===== src/include/sem_defines.svh =====
`ifndef SEM_DEFINES_SVH
`define SEM_DEFINES_SVH

// clock rate and timing figures, times in their own unit
`define SEM_CLK_HZ 64'd200000000
`define SEM_GAP_MS 64'd20
`define SEM_BOOT_MS 64'd2900
`define SEM_CFG_MS 64'd3200
`define SEM_ESC_MIN_MS 64'd50
`define SEM_ESC_MAX_MS 64'd200
`define SEM_CMD_TO_S 64'd60
`define SEM_TICK_MS 64'd1

// derived cycle counts: least times round up, longest round down
`define SEM_GAP_CYC (`SEM_GAP_MS * `SEM_CLK_HZ / 64'd1000)
`define SEM_BOOT_CYC ((`SEM_BOOT_MS * `SEM_CLK_HZ + 64'd999) / 64'd1000)
`define SEM_CFG_CYC (`SEM_CFG_MS * `SEM_CLK_HZ / 64'd1000)
`define SEM_ESC_MIN_CYC ((`SEM_ESC_MIN_MS * `SEM_CLK_HZ + 64'd999) / 64'd1000)
`define SEM_ESC_MAX_CYC (`SEM_ESC_MAX_MS * `SEM_CLK_HZ / 64'd1000)
`define SEM_CMD_TO_CYC (`SEM_CMD_TO_S * `SEM_CLK_HZ)
`define SEM_TICK_CYC (`SEM_TICK_MS * `SEM_CLK_HZ / 64'd1000)

// register offsets
`define SEM_REG_CTRL 4'h0
`define SEM_REG_SLEEP 4'h4
`define SEM_REG_AWAKE 4'h8
`define SEM_REG_STATUS 4'hC

// control field positions
`define SEM_CTRL_API 0
`define SEM_CTRL_BAUD_LSB 1
`define SEM_CTRL_BAUD_MSB 3
`define SEM_CTRL_SLP_LSB 4
`define SEM_CTRL_SLP_MSB 5

// reset values
`define SEM_CTRL_RST 6'h08
`define SEM_TIME_RST 16'h0000

// baud codes and characters
`define SEM_BAUD_115200 3'h4
`define SEM_CHAR_PLUS 8'h2B
`define SEM_CHAR_O 8'h4F
`define SEM_CHAR_K 8'h4B

`endif


===== src/include/sem_pkg.sv =====
package sem_pkg;
  typedef enum {SEM_BOOT, SEM_CFG, SEM_RUN} sem_phase_t;
  typedef enum {SEM_TX_IDLE, SEM_TX_O, SEM_TX_K} sem_tx_t;
  typedef logic [39:0] sem_cnt_t;
endpackage : sem_pkg


===== src/include/sem_gap_if.sv =====
`timescale 1ns/1ps
interface sem_gap_if;
  logic byteSeen;
  logic [39:0] gapLimit;
  logic frameDone;
  logic frameOpen;
  modport owner (output byteSeen, output gapLimit, input frameDone,
                 input frameOpen);
  modport timer (input byteSeen, input gapLimit, output frameDone,
                 output frameOpen);
endinterface : sem_gap_if


===== src/hw/sem_gap_timer.sv =====
`timescale 1ns/1ps
module sem_gap_timer
  import sem_pkg::*;
(
  input wire logic mclk,
  input wire logic rst_b,
  sem_gap_if.timer gap
);
  sem_cnt_t cnt_q;
  logic open_q;
  logic done_q;
  logic expire;

  // expiry only counts while a frame is open
  assign expire = open_q && !gap.byteSeen && (cnt_q + 40'h1 >= gap.gapLimit);

  // restart on each byte, close when idle reaches the limit
  always_ff @(posedge mclk) begin
    if (!rst_b) begin
      cnt_q <= '0;
      open_q <= 1'b0;
      done_q <= 1'b0;
    end else begin
      done_q <= expire;
      if (gap.byteSeen) begin
        cnt_q <= '0;
        open_q <= 1'b1;
      end else if (expire) begin
        cnt_q <= '0;
        open_q <= 1'b0;
      end else if (open_q) begin
        cnt_q <= cnt_q + 40'h1;
      end
    end
  end

  assign gap.frameDone = done_q;
  assign gap.frameOpen = open_q;
endmodule : sem_gap_timer


===== src/hw/sem_top.sv =====
// Contract
// - close packet after 20 ms idle at 115200
// - scale idle timeout with the chosen baud
// - ignore serial input for 2.9 s start-up
// - then 3.2 s transparent window at 115200
// - double plus string: answer OK, enter command
// - after window run preset mode, escape anytime
// - command mode times out after one minute
// - timer sleep never when both times zero
// - deep sleep follows sleep request level
`timescale 1ns/1ps
`include "sem_defines.svh"
module sem_top
  import sem_pkg::*;
#(
  parameter sem_cnt_t GAP_CYC = 40'(`SEM_GAP_CYC),
  parameter sem_cnt_t BOOT_CYC = 40'(`SEM_BOOT_CYC),
  parameter sem_cnt_t CFG_CYC = 40'(`SEM_CFG_CYC),
  parameter sem_cnt_t ESC_MIN_CYC = 40'(`SEM_ESC_MIN_CYC),
  parameter sem_cnt_t ESC_MAX_CYC = 40'(`SEM_ESC_MAX_CYC),
  parameter sem_cnt_t CMD_TO_CYC = 40'(`SEM_CMD_TO_CYC),
  parameter sem_cnt_t TICK_CYC = 40'(`SEM_TICK_CYC)
) (
  input wire logic mclk,
  input wire logic rst_b,
  input wire logic [3:0] regAddr,
  input wire logic [31:0] regWdata,
  input wire logic regWr,
  input wire logic regRd,
  output logic [31:0] regRdata,
  input wire logic rxValid,
  input wire logic [7:0] rxData,
  output logic txValid,
  output logic [7:0] txData,
  input wire logic txReady,
  output logic dataValid,
  output logic [7:0] dataByte,
  output logic frameEnd,
  output logic [2:0] baudSel,
  output logic cmdMode,
  output logic apiMode,
  input wire logic sleep_request_input,
  output logic sleepActive
);
  // parameters the counters cannot serve
  if (GAP_CYC < 40'h2 || TICK_CYC < 40'h1 || BOOT_CYC < 40'h1 ||
      CFG_CYC < 40'h1 || CMD_TO_CYC < 40'h1 ||
      ESC_MIN_CYC > ESC_MAX_CYC) begin : gBadParam
    $error("sem_top: illegal timing parameters");
  end

  // half-units of the 115200 gap for each baud code
  function automatic logic [4:0] semGapScale(input logic [2:0] code);
    unique case (code)
      3'h0: semGapScale = 5'h18; // 9600
      3'h1: semGapScale = 5'h0C; // 19200
      3'h2: semGapScale = 5'h06; // 38400
      3'h3: semGapScale = 5'h04; // 57600
      3'h4: semGapScale = 5'h02; // 115200
      3'h5: semGapScale = 5'h01; // 230400
      default: semGapScale = 5'h02; // unused codes act as 115200
    endcase
  endfunction : semGapScale

  sem_gap_if gap ();

  sem_phase_t phase_q;
  sem_tx_t txState_q;
  sem_cnt_t phaseCnt_q;
  sem_cnt_t escCnt_q;
  sem_cnt_t cmdCnt_q;
  sem_cnt_t tickCnt_q;
  logic [5:0] ctrl_q;
  logic [15:0] sleepTime_q;
  logic [15:0] awakeTime_q;
  logic [15:0] slpCnt_q;
  logic slpPhase_q;
  logic [1:0] plusRun_q;
  logic escArmed_q;
  logic cmdActive_q;
  logic [31:0] regRdata_q;
  logic dataValid_q;
  logic [7:0] dataByte_q;
  logic [7:0] txData_q;

  // register decode
  logic wrCtrl;
  logic wrSleep;
  logic wrAwake;
  logic [31:0] rdMux;
  logic [31:0] statusWord;
  assign wrCtrl = regWr && (regAddr == `SEM_REG_CTRL);
  assign wrSleep = regWr && (regAddr == `SEM_REG_SLEEP);
  assign wrAwake = regWr && (regAddr == `SEM_REG_AWAKE);
  assign statusWord = {24'h0, sleepActive, gap.frameOpen, cmdActive_q,
                       phase_q == SEM_CFG, phase_q == SEM_RUN, baudSel};
  assign rdMux = (regAddr == `SEM_REG_CTRL) ? {26'h0, ctrl_q} :
                 (regAddr == `SEM_REG_SLEEP) ? {16'h0, sleepTime_q} :
                 (regAddr == `SEM_REG_AWAKE) ? {16'h0, awakeTime_q} :
                 (regAddr == `SEM_REG_STATUS) ? statusWord : 32'h0;

  // effective serial setup: fixed until start-up and window are over
  logic [2:0] presetBaud;
  logic [1:0] slpSel;
  logic inRun;
  assign presetBaud = ctrl_q[`SEM_CTRL_BAUD_MSB:`SEM_CTRL_BAUD_LSB];
  assign slpSel = ctrl_q[`SEM_CTRL_SLP_MSB:`SEM_CTRL_SLP_LSB];
  assign inRun = (phase_q == SEM_RUN);
  assign baudSel = inRun ? presetBaud : `SEM_BAUD_115200;
  assign apiMode = inRun && !cmdActive_q && ctrl_q[`SEM_CTRL_API];
  assign cmdMode = cmdActive_q;

  // idle limit follows the effective baud
  logic [44:0] gapProd;
  assign gapProd = 45'(GAP_CYC) * 45'(semGapScale(baudSel));
  assign gap.gapLimit = gapProd[40:1];

  // bytes are dropped outright while booting
  logic rxTake;
  logic isPlus;
  logic plusDone;
  logic escInWin;
  logic escDouble;
  assign rxTake = rxValid && (phase_q != SEM_BOOT);
  assign gap.byteSeen = rxTake;
  assign isPlus = (rxData == `SEM_CHAR_PLUS);
  assign plusDone = rxTake && isPlus && (plusRun_q == 2'h2) && !cmdActive_q;
  assign escInWin = (escCnt_q >= ESC_MIN_CYC) && (escCnt_q <= ESC_MAX_CYC);
  assign escDouble = plusDone && escArmed_q && escInWin;

  logic phaseEnd;
  assign phaseEnd = (phaseCnt_q + 40'h1 >= (phase_q == SEM_BOOT ?
                                            BOOT_CYC : CFG_CYC));

  logic okDone;
  assign okDone = (txState_q == SEM_TX_K) && txReady;

  logic tick;
  assign tick = (tickCnt_q + 40'h1 >= TICK_CYC);

  // software registers
  always_ff @(posedge mclk) begin
    if (!rst_b) begin
      ctrl_q <= `SEM_CTRL_RST;
      sleepTime_q <= `SEM_TIME_RST;
      awakeTime_q <= `SEM_TIME_RST;
      regRdata_q <= 32'h0;
    end else begin
      if (wrCtrl) ctrl_q <= regWdata[5:0];
      if (wrSleep) sleepTime_q <= regWdata[15:0];
      if (wrAwake) awakeTime_q <= regWdata[15:0];
      regRdata_q <= regRd ? rdMux : 32'h0;
    end
  end

  // power-on phases: silent start-up, config window, then run
  always_ff @(posedge mclk) begin
    if (!rst_b) begin
      phase_q <= SEM_BOOT;
      phaseCnt_q <= '0;
    end else if (!inRun) begin
      phaseCnt_q <= phaseEnd ? '0 : phaseCnt_q + 40'h1;
      if (phaseEnd) begin
        unique case (phase_q)
          SEM_BOOT: phase_q <= SEM_CFG;
          SEM_CFG: phase_q <= SEM_RUN;
          SEM_RUN: phase_q <= SEM_RUN;
        endcase
      end
    end
  end

  // escape detector; a stray byte disarms, so payload must avoid it
  always_ff @(posedge mclk) begin
    if (!rst_b) begin
      plusRun_q <= 2'h0;
      escArmed_q <= 1'b0;
      escCnt_q <= '0;
    end else begin
      if (rxTake) begin
        plusRun_q <= (isPlus && plusRun_q != 2'h2) ? plusRun_q + 2'h1 :
                     2'h0;
      end
      if (plusDone) begin
        escArmed_q <= !escDouble;
        escCnt_q <= '0;
      end else if (rxTake && !isPlus) begin
        escArmed_q <= 1'b0;
      end else if (escArmed_q) begin
        escArmed_q <= (escCnt_q < ESC_MAX_CYC);
        escCnt_q <= escCnt_q + 40'h1;
      end
    end
  end

  // answer OK, then switch; the switch waits for the K to leave
  always_ff @(posedge mclk) begin
    if (!rst_b) begin
      txState_q <= SEM_TX_IDLE;
      txData_q <= 8'h00;
    end else begin
      unique case (txState_q)
        SEM_TX_IDLE: if (escDouble) begin
          txState_q <= SEM_TX_O;
          txData_q <= `SEM_CHAR_O;
        end
        SEM_TX_O: if (txReady) begin
          txState_q <= SEM_TX_K;
          txData_q <= `SEM_CHAR_K;
        end
        SEM_TX_K: if (txReady) begin
          txState_q <= SEM_TX_IDLE;
          txData_q <= 8'h00;
        end
      endcase
    end
  end
  assign txValid = (txState_q != SEM_TX_IDLE);
  assign txData = txData_q;

  // command mode with its one-minute silence timeout
  always_ff @(posedge mclk) begin
    if (!rst_b) begin
      cmdActive_q <= 1'b0;
      cmdCnt_q <= '0;
    end else if (okDone) begin
      cmdActive_q <= 1'b1;
      cmdCnt_q <= '0;
    end else if (cmdActive_q) begin
      if (gap.frameDone) begin
        cmdCnt_q <= '0; // each command restarts the wait
      end else if (cmdCnt_q + 40'h1 >= CMD_TO_CYC) begin
        cmdActive_q <= 1'b0;
        cmdCnt_q <= '0;
      end else begin
        cmdCnt_q <= cmdCnt_q + 40'h1;
      end
    end
  end

  // forward accepted bytes to the data side outside command mode
  always_ff @(posedge mclk) begin
    if (!rst_b) begin
      dataValid_q <= 1'b0;
      dataByte_q <= 8'h00;
    end else begin
      dataValid_q <= rxTake && !cmdActive_q;
      if (rxTake) dataByte_q <= rxData;
    end
  end
  assign dataValid = dataValid_q;
  assign dataByte = dataByte_q;
  assign frameEnd = gap.frameDone;
  assign regRdata = regRdata_q;

  // millisecond tick for the sleep timer
  always_ff @(posedge mclk) begin
    if (!rst_b) tickCnt_q <= '0;
    else tickCnt_q <= tick ? '0 : tickCnt_q + 40'h1;
  end

  // timer sleep alternates awake and sleep spans
  logic bothZero;
  logic [15:0] spanLen;
  assign bothZero = (sleepTime_q == 16'h0) && (awakeTime_q == 16'h0);
  assign spanLen = slpPhase_q ? sleepTime_q : awakeTime_q;
  always_ff @(posedge mclk) begin
    if (!rst_b) begin
      slpPhase_q <= 1'b0;
      slpCnt_q <= 16'h0;
    end else if (bothZero || slpSel != 2'h1 || !inRun) begin
      slpPhase_q <= 1'b0;
      slpCnt_q <= 16'h0;
    end else if (tick) begin
      if (slpCnt_q + 16'h1 >= spanLen) begin
        slpCnt_q <= 16'h0;
        // a zero sleep span keeps the part awake
        slpPhase_q <= !slpPhase_q && (sleepTime_q != 16'h0);
      end else begin
        slpCnt_q <= slpCnt_q + 16'h1;
      end
    end
  end

  // deep sleep simply follows the host level
  assign sleepActive = inRun && (
    (slpSel == 2'h2) ? sleep_request_input :
    (slpSel == 2'h1) ? (slpPhase_q && !bothZero) : 1'b0);

  sem_gap_timer uGap (
    .mclk(mclk),
    .rst_b(rst_b),
    .gap(gap)
  );
endmodule : sem_top


===== config.mk =====
export PLATFORM = sky130hd
export DESIGN_NAME = sem_top
export DESIGN_NICKNAME = d
export VERILOG_FILES = /design/src/include/sem_pkg.sv /design/src/include/sem_gap_if.sv /design/src/hw/sem_gap_timer.sv /design/src/hw/sem_top.sv
export VERILOG_INCLUDE_DIRS = /design/src /design/src/include
export SDC_FILE = /design/constraint.sdc
export NUM_CORES = 1
export LEC_CHECK = 0
export BUFFER_PORTS_ARGS = -buffer_cell sky130_fd_sc_hd__buf_2
export CORE_ASPECT_RATIO = 2
export CORE_MARGIN = 1
export CORE_UTILIZATION = 55
export DETAILED_ROUTE_END_ITERATION = 16
export PLACE_DENSITY = 0.8
export SLEW_MARGIN = 20
export SYNTH_ARGS = -nofsm -noshare
export SYNTH_HDL_FRONTEND = slang
export SYNTH_SLANG_ARGS = --single-unit

===== constraint.sdc =====
create_clock -name mclk -period 10.6 [get_ports mclk]
set_input_delay 1.06 -clock mclk [delete_from_list [all_inputs] [get_ports mclk]]
set_output_delay 1.06 -clock mclk [all_outputs]
set_load 0.05 [all_outputs]

# Word-level counts from Yosys, hierarchy flattened
# Index checks and enable logic that the tools add are counted.
# totals
regBits,374
latch_bits,0
mem_bits_rw,0
rom_bits,0
in_bits,51
output_inout_bits,57
wordCells,154
mem_count,0
# classes
add_sub_neg,7
n_mul,1
div,0
magnitude_cmp,8
n_eq_ne,23
shifts,0
muxes,33
n_bitwise,4
n_reduce_logical,55
# op_table
operator,n
$add A40 B1 Y40 const B,5
$mux W40,3
$eq A32 B2 Y1 const B,3
$logic_not A32 Y1,3
$mux W32,3
$pmux W32 S3,1
$eq A32 B1 Y1 const B,2
$eq A32 B3 Y1 const B,2
$mux W16,4
$pmux W32 S2,1
$reduce_bool A32 Y1,2
$ge A40 B18 Y1 const B,1
$ge A40 B24 Y1 const B,1
$ge A40 B26 Y1,1
$ge A40 B30 Y1,1
$ge A40 B34 Y1 const B,1
$le A40 B26 Y1 const B,1
$lt A40 B26 Y1 const B,1
$logic_not A16 Y1,2
$mux W8,4
$mux W27,1
$pmux W5 S5,1
$pmux W8 S3,1
$logic_and A1 B1 Y1,22
other kinds (30),64

# Logic depth before layout (Yosys ltp)
# depth
depth_word,11
mapped_depth,27
depth_no_buf,25

# Cells and area by module
# Synthesis repeated with hierarchy kept, for this count alone.
# hier_totals
hier_cells,2301
hier_area_um2,18321.3
# modules_own_cells
mod,n_inst,cells_each,area_per_inst_um2,seq_area_each_um2
sem_top,1,1852,14839.2,4984.8
sem_gap_timer,1,449,3482.1,840.8

# Worst setup path after synthesis
# No wires, ideal clock.
# synth_path
path_kind,register to register
startpoint,reg phase_q[0]
endpoint,reg uGap.cnt_q[21]
setup_time_ns,0.078
arrival_ns,5.168
required_time_ns,10.522
slack_ns,5.354
path_stages_with_launch,27
n_path_buf,3
period_less_slack_ns,5.246
cell_sequence,dfxtp_1 -> inv_1 -> ha_1 -> clkbuf_1 -> nand2_1 -> inv_1 -> nor2_1 -> ha_1 -> inv_1 -> ha_1 -> or2_2 -> ha_1 -> ha_1 -> ha_1 -> a31oi_1 -> inv_1 -> a21oi_1 -> xor2_1 -> ha_1 -> a21oi_1 -> o221ai_1 -> a211oi_1 -> o21ai_1 -> o21a_1 -> buf_2 -> buf_2 -> nor3_1
# synth_via
elab_chain_len,8
elab_cells_between_ends,16
classes_between,mul (1); order compare (1); eq/ne (5); mux (2); reduce/logical (7)
# synth_rtl
item,line_no,rtl
"start, declared",sem_top.sv:67,sem_phase_t phase_q;
"start signal, assigned",sem_top.sv:159,phase_q <= SEM_BOOT;
"start signal, assigned",sem_top.sv:165,SEM_BOOT: phase_q <= SEM_CFG;
"start signal, assigned",sem_top.sv:166,SEM_CFG: phase_q <= SEM_RUN;
$eq A32 B3 Y1 *,sem_top.sv:108,assign inRun = (phase_q == SEM_RUN);
$mux W3 (no line) *,n/a,
via baudSel[0],sem_top.sv:39,"output logic [2:0] baudSel,"
"$eq A3 B3 Y1, or another cell as far along",sem_top.sv:54,unique case (code)
$pmux W5 S5 *,sem_top.sv:54,
$mul A14 B5 Y19 *,sem_top.sv:115,assign gapProd = 45'(GAP_CYC) * 45'(semGapScale(baudSel));
$ge A40 B26 Y1 *,sem_gap_timer.sv:15,assign expire = open_q && !gap.byteSeen && (cnt_q + 40'h1 >= gap.gapLimit);
$logic_and A1 B1 Y1 *,sem_gap_timer.sv:15,
$reduce_or A3 Y1 (no line) *,n/a,
"end signal, assigned",sem_gap_timer.sv:32,cnt_q <= cnt_q + 40'h1;
"end, declared",sem_gap_timer.sv:9,sem_cnt_t cnt_q;
# The timed path passes the listed nets; every way through them passes the cells marked *.
# A chain may end at the register's enable or synchronous reset.

# Worst setup path after layout
# layout_path
startpoint,reg phase_q[0]
endpoint,"reg uGap.done_q, in the netlist uGap.gap.frameDone"
# layout_via
elab_chain_len,7
elab_cells_between_ends,15
classes_between,mul (1); order compare (1); eq/ne (5); mux (2); reduce/logical (6)
# layout_rtl
item,line_no,rtl
$eq A32 B3 Y1,sem_top.sv:108,
$mux W3 (no line),n/a,
"$eq A3 B3 Y1, or another cell as far along",sem_top.sv:54,
$pmux W5 S5,sem_top.sv:54,
$mul A14 B5 Y19,sem_top.sv:115,
$ge A40 B26 Y1,sem_gap_timer.sv:15,
$logic_and A1 B1 Y1 *,sem_gap_timer.sv:15,
"end signal, assigned",sem_gap_timer.sv:24,done_q <= expire;
"end, declared",sem_gap_timer.sv:11,logic done_q;
# Every way passes the cells marked *; elsewhere a longest branch is shown, timed or not.

==> summary.md <==
| Metric | Value |
|---|---|
| ANT nets after route | 0 |
| Setup CP Type | flop to flop |
| Critical Path Fanout Max | 33 |
| Post-Syn Area | ~17000 um2 |
| Total chip power | roughly 2.3 mW |
| Number of H-tree levels | 1 |
| Hold slack final | ~0.46 ns |
| Mapped Cells | 2167 |
| IO Pins | 108 |
| Asr flop ratio synth | 0% |
| Initial Util | 56.23% |
| Core Area | 30970 um2 |
| Pwr Density | 122.3 nW/um2 |
| Clk slew on worst S/H paths | 0.07 ns |
| Sequential fraction of the synthesis area | 33.45% |
| Sequential power share | 48.4% |
| DR WL/cell | 16.44 um |
| Slew @ Worst Pin | between 0.9 and 1 ns |
| LEAKAGE | roughly 7.3 nW |
| Largest net degree at the start of global routing | 70 |
| First-pass DRT Iterations | 5 |
| Layout cells sized above 1 | 8.062% |
| Root buf cell | clkbuf_16 |
| Clock skew | ~0.010 ns |
| Dpl ws | around 4.5 ns |
| Netlist cell types | 92 |
| Fin worst setup slack | 4.416 ns |
| Max cap viols | 0 |
| Slew headroom | about 35% |
| Hold WC Path Type | flop to flop |
| GPL Wtd Cong | between 0.9 and 1 |
| Ys Warns | 0 |
| Syn avg cell area | 8.036 um2 |
| Vias post-DR | around 16k |
| IO Port Bufs | 72 |
| DR WL met3 | 1930 um |
| Int Pwr | 1.743 mW |
| CP required | 11.05 ns |
| Outcome | finished, final reports clean |
| Final #Nets | 2325 |
| RSZ-0062 raised after global routing | no |
| Final Hold Fails | 0 |
| FF-to-FF setup slack | 4.42 ns |
| Synth Flop Type | dfxtp_1 |
| Antenna violations before repair | 8 |
| First-pass GRT wire length | 71140 um |
| Grt total ovfl | 0 |
| Row count | just over 90 |
| CTS tree | built |
| Clock tree buffer depth | 3 |
| Vias per cell | between 6 and 7 |
| Post-CTS sizing | 0 |
| Final period util | between 50 and 60% |
| Worst path arrival time | 6.63 ns |
| Logic pwr share | 6.3% |
| Residual DRC | 0 |
| Setup tns final | 0 ns |
| GRT Util Overall | roughly a quarter |
| Slew Viols, Final | 0 |
| Net switching power | 0.5638 mW |
| Clock share of power | 45.3% |
| Finish-stage setup viols | 0 |
| Fin crit period | 6.184 ns |
| Syn-to-layout area delta | 8.341% |
| Post-cts hold buffer count | 0 |
| Worst skew pair latency | 0.56 ns |
| HPWL Detailed | ~32000 um |
| Wl on met1 | 15730 um |
| Switching part of the total power | 24.44% |
| WL final | 43180 um |
| Post-CTS Repair Setup Buffers | 0 |
| EDFF count, synth | 0 |
| WL met2 | 23240 um |
| Worst Setup Start Kind | flop |
| Die W | 127.8 um |
| Die area | 32420 um2 |
| Top sig layer | met5 |
| CTS Buf Count | 27 |
| 1st-iter DRT viols | ~860 |
| Util after Layout | 60.92% |
| #FFs+latches synth | 291 |
| Fmax | 161.7 MHz |
| CP endpoint kind | flop |
| Clk sinks | 291 |
| VDD IR-drop max | approximately 120 uV |
| Vert. Die Dim | 253.6 um |
| Vias in the first global route | approximately 16k |
cell usage after synthesis (20+ instances only):
cell / instances / area, um2
xnor2_1: 82 / 718.2
xor2_1: 103 / 902.1
buf_4: 26 / 195.2
buf_2: 20 / 100.1
and3_1: 78 / 488.0
o21ai_0: 62 / 310.3
nand4_1: 72 / 450.4
nor2_1: 173 / 649.4
nor3_1: 91 / 455.4
a21o_1: 26 / 195.2
a21oi_1: 119 / 595.6
and2_1: 27 / 168.9
mux2i_1: 28 / 280.3
dfxtp_1: 291 / 5826
or3_1: 30 / 187.7
and4_1: 26 / 227.7
nor4_1: 39 / 244.0
ha_1: 84 / 1051
nand3_1: 94 / 470.5
nand2_1: 265 / 994.7
clkbuf_1: 86 / 322.8
inv_1: 70 / 262.8
routing by layer:
| metal | track usage (%) | vias to the layer above |
|---|---|---|
| met5 | 0 | - |
| met4 | 16.27 | 10 |
| met3 | 3.579 | 171 |
| met2 | 51.65 | 432 |
| met1 | 25.94 | 7494 |
| li1 | - | 7726 |
cell usage in the layout, fill, tap and decap left out, drive strengths merged, types with 10 or more instances in the layout:
cell type	instances
o31ai	15
a21o	26
a32o	13
clkinv	11
mux2i	28
and3	78
inv	72
nor3	92
or4	16
clkbuf	32
and4	26
nor2b	10
a31o	10
a21oi	119
a211oi	14
or3	31
a31oi	14
conb	45
nor2	173
xor2	103
ha	84
nor4	40
nand2b	10
a211o	10
o21ai	63
dfxtp	291
buf	87
nand3	95
and2	28
nand4	74
xnor2	82
o211ai	11
a22o	10
nand2	266
flip-flops by register name (all words and copies together), names as in the netlist:
name                flops
awakeTime_q            16
cmdCnt_q               40
cmdMode                 1
ctrl_q                  6
dataByte                8
dataValid               1
escArmed_q              1
escCnt_q               40
phaseCnt_q             40
phase_q                 2
plusRun_q               2
regRdata               16
sleepTime_q            16
slpCnt_q               16
slpPhase_q              1
tickCnt_q              40
txData                  1
txState_q               2
uGap.cnt_q             40
uGap.gap.frameDone      1
uGap.gap.frameOpen      1
critical path, stage by stage, from the launching register on:
cell and delay (ns):
dfxtp_1 0.32, inv_1 0.10, ha_1 0.17, inv_1 0.17, nor2_1 0.53, nand2_1 0.24, nor2_1 0.42, ha_1 0.20
inv_1 0.05, ha_1 0.16, or2_2 0.30, ha_1 0.28, ha_1 0.29, ha_1 0.32, a31oi_1 0.27, inv_1 0.07
a21oi_1 0.18, xor2_1 0.22, ha_1 0.28, a21oi_1 0.14, o221ai_1 0.13, a211oi_1 0.23, o21ai_1 0.18, o21a_1 0.31
buf_4 0.28, and2_1 0.20
kinds of logic (layout without fill, tap and decap cells):
| family | Yosys count | in the layout | share of synthesized area, % |
|---|---|---|---|
| other cells | 2 | 46 | 0.04313 |
| buf+inv | 210 | 208 | 5.324 |
| flops | 291 | 291 | 33.45 |
| simple gates | 987 | 987 | 29.24 |
| xor+xnor | 185 | 185 | 9.305 |
| mux | 33 | 33 | 1.933 |
| compound gates | 371 | 371 | 14.27 |
| fa+ha+maj | 88 | 88 | 6.438 |
final timing paths:
check                           start                            end  cells after the start
max           phase_q[0]$_SDFFE_PN0P_  uGap.gap.frameDone$_SDFF_PN0_                     25
min          dataByte[5]$_SDFFE_PN0P_       dataByte[5]$_SDFFE_PN0P_                      2
max reg2reg   phase_q[0]$_SDFFE_PN0P_  uGap.gap.frameDone$_SDFF_PN0_                     25
min reg2reg  dataByte[5]$_SDFFE_PN0P_       dataByte[5]$_SDFFE_PN0P_                      2
per-stage QoR:
step                area, um2  instances
floorplan               17580       2210
global placement        17920       2576
detailed placement      17920       2576
CTS                     18860       2626
global route            18860       2626
finish                  18870       2627
area by class of cell:
cell class / instances / area [um2]
Inverter: 71 / 266.5
Clock buffer: 32 / 704.4
Timing Repair Buffer: 87 / 473.0
Multi-Input combinational cell: 1709 / 10830
Antenna cell: 1 / 2.502
Tap cell: 418 / 523.0
Clock inverter: 18 / 240.2
Fill cell: 2740 / 12100
Sequential cell: 291 / 5826
power by group through the flow:
stage | Combinational [mW] | Clock [mW] | Sequential [mW]
3_3_place_gp | 0.139 | 0 | 1.14
3_5_place_dp | 0.143 | 0 | 1.14
5_1_grt | 0.157 | 1.11 | 1.12
2_1_floorplan | 0.114 | 0 | 1.14
4_1_cts | 0.143 | 1.06 | 1.12
6_report | 0.145 | 1.04 | 1.12
Note: power is estimated with default switching activity, not from simulation.
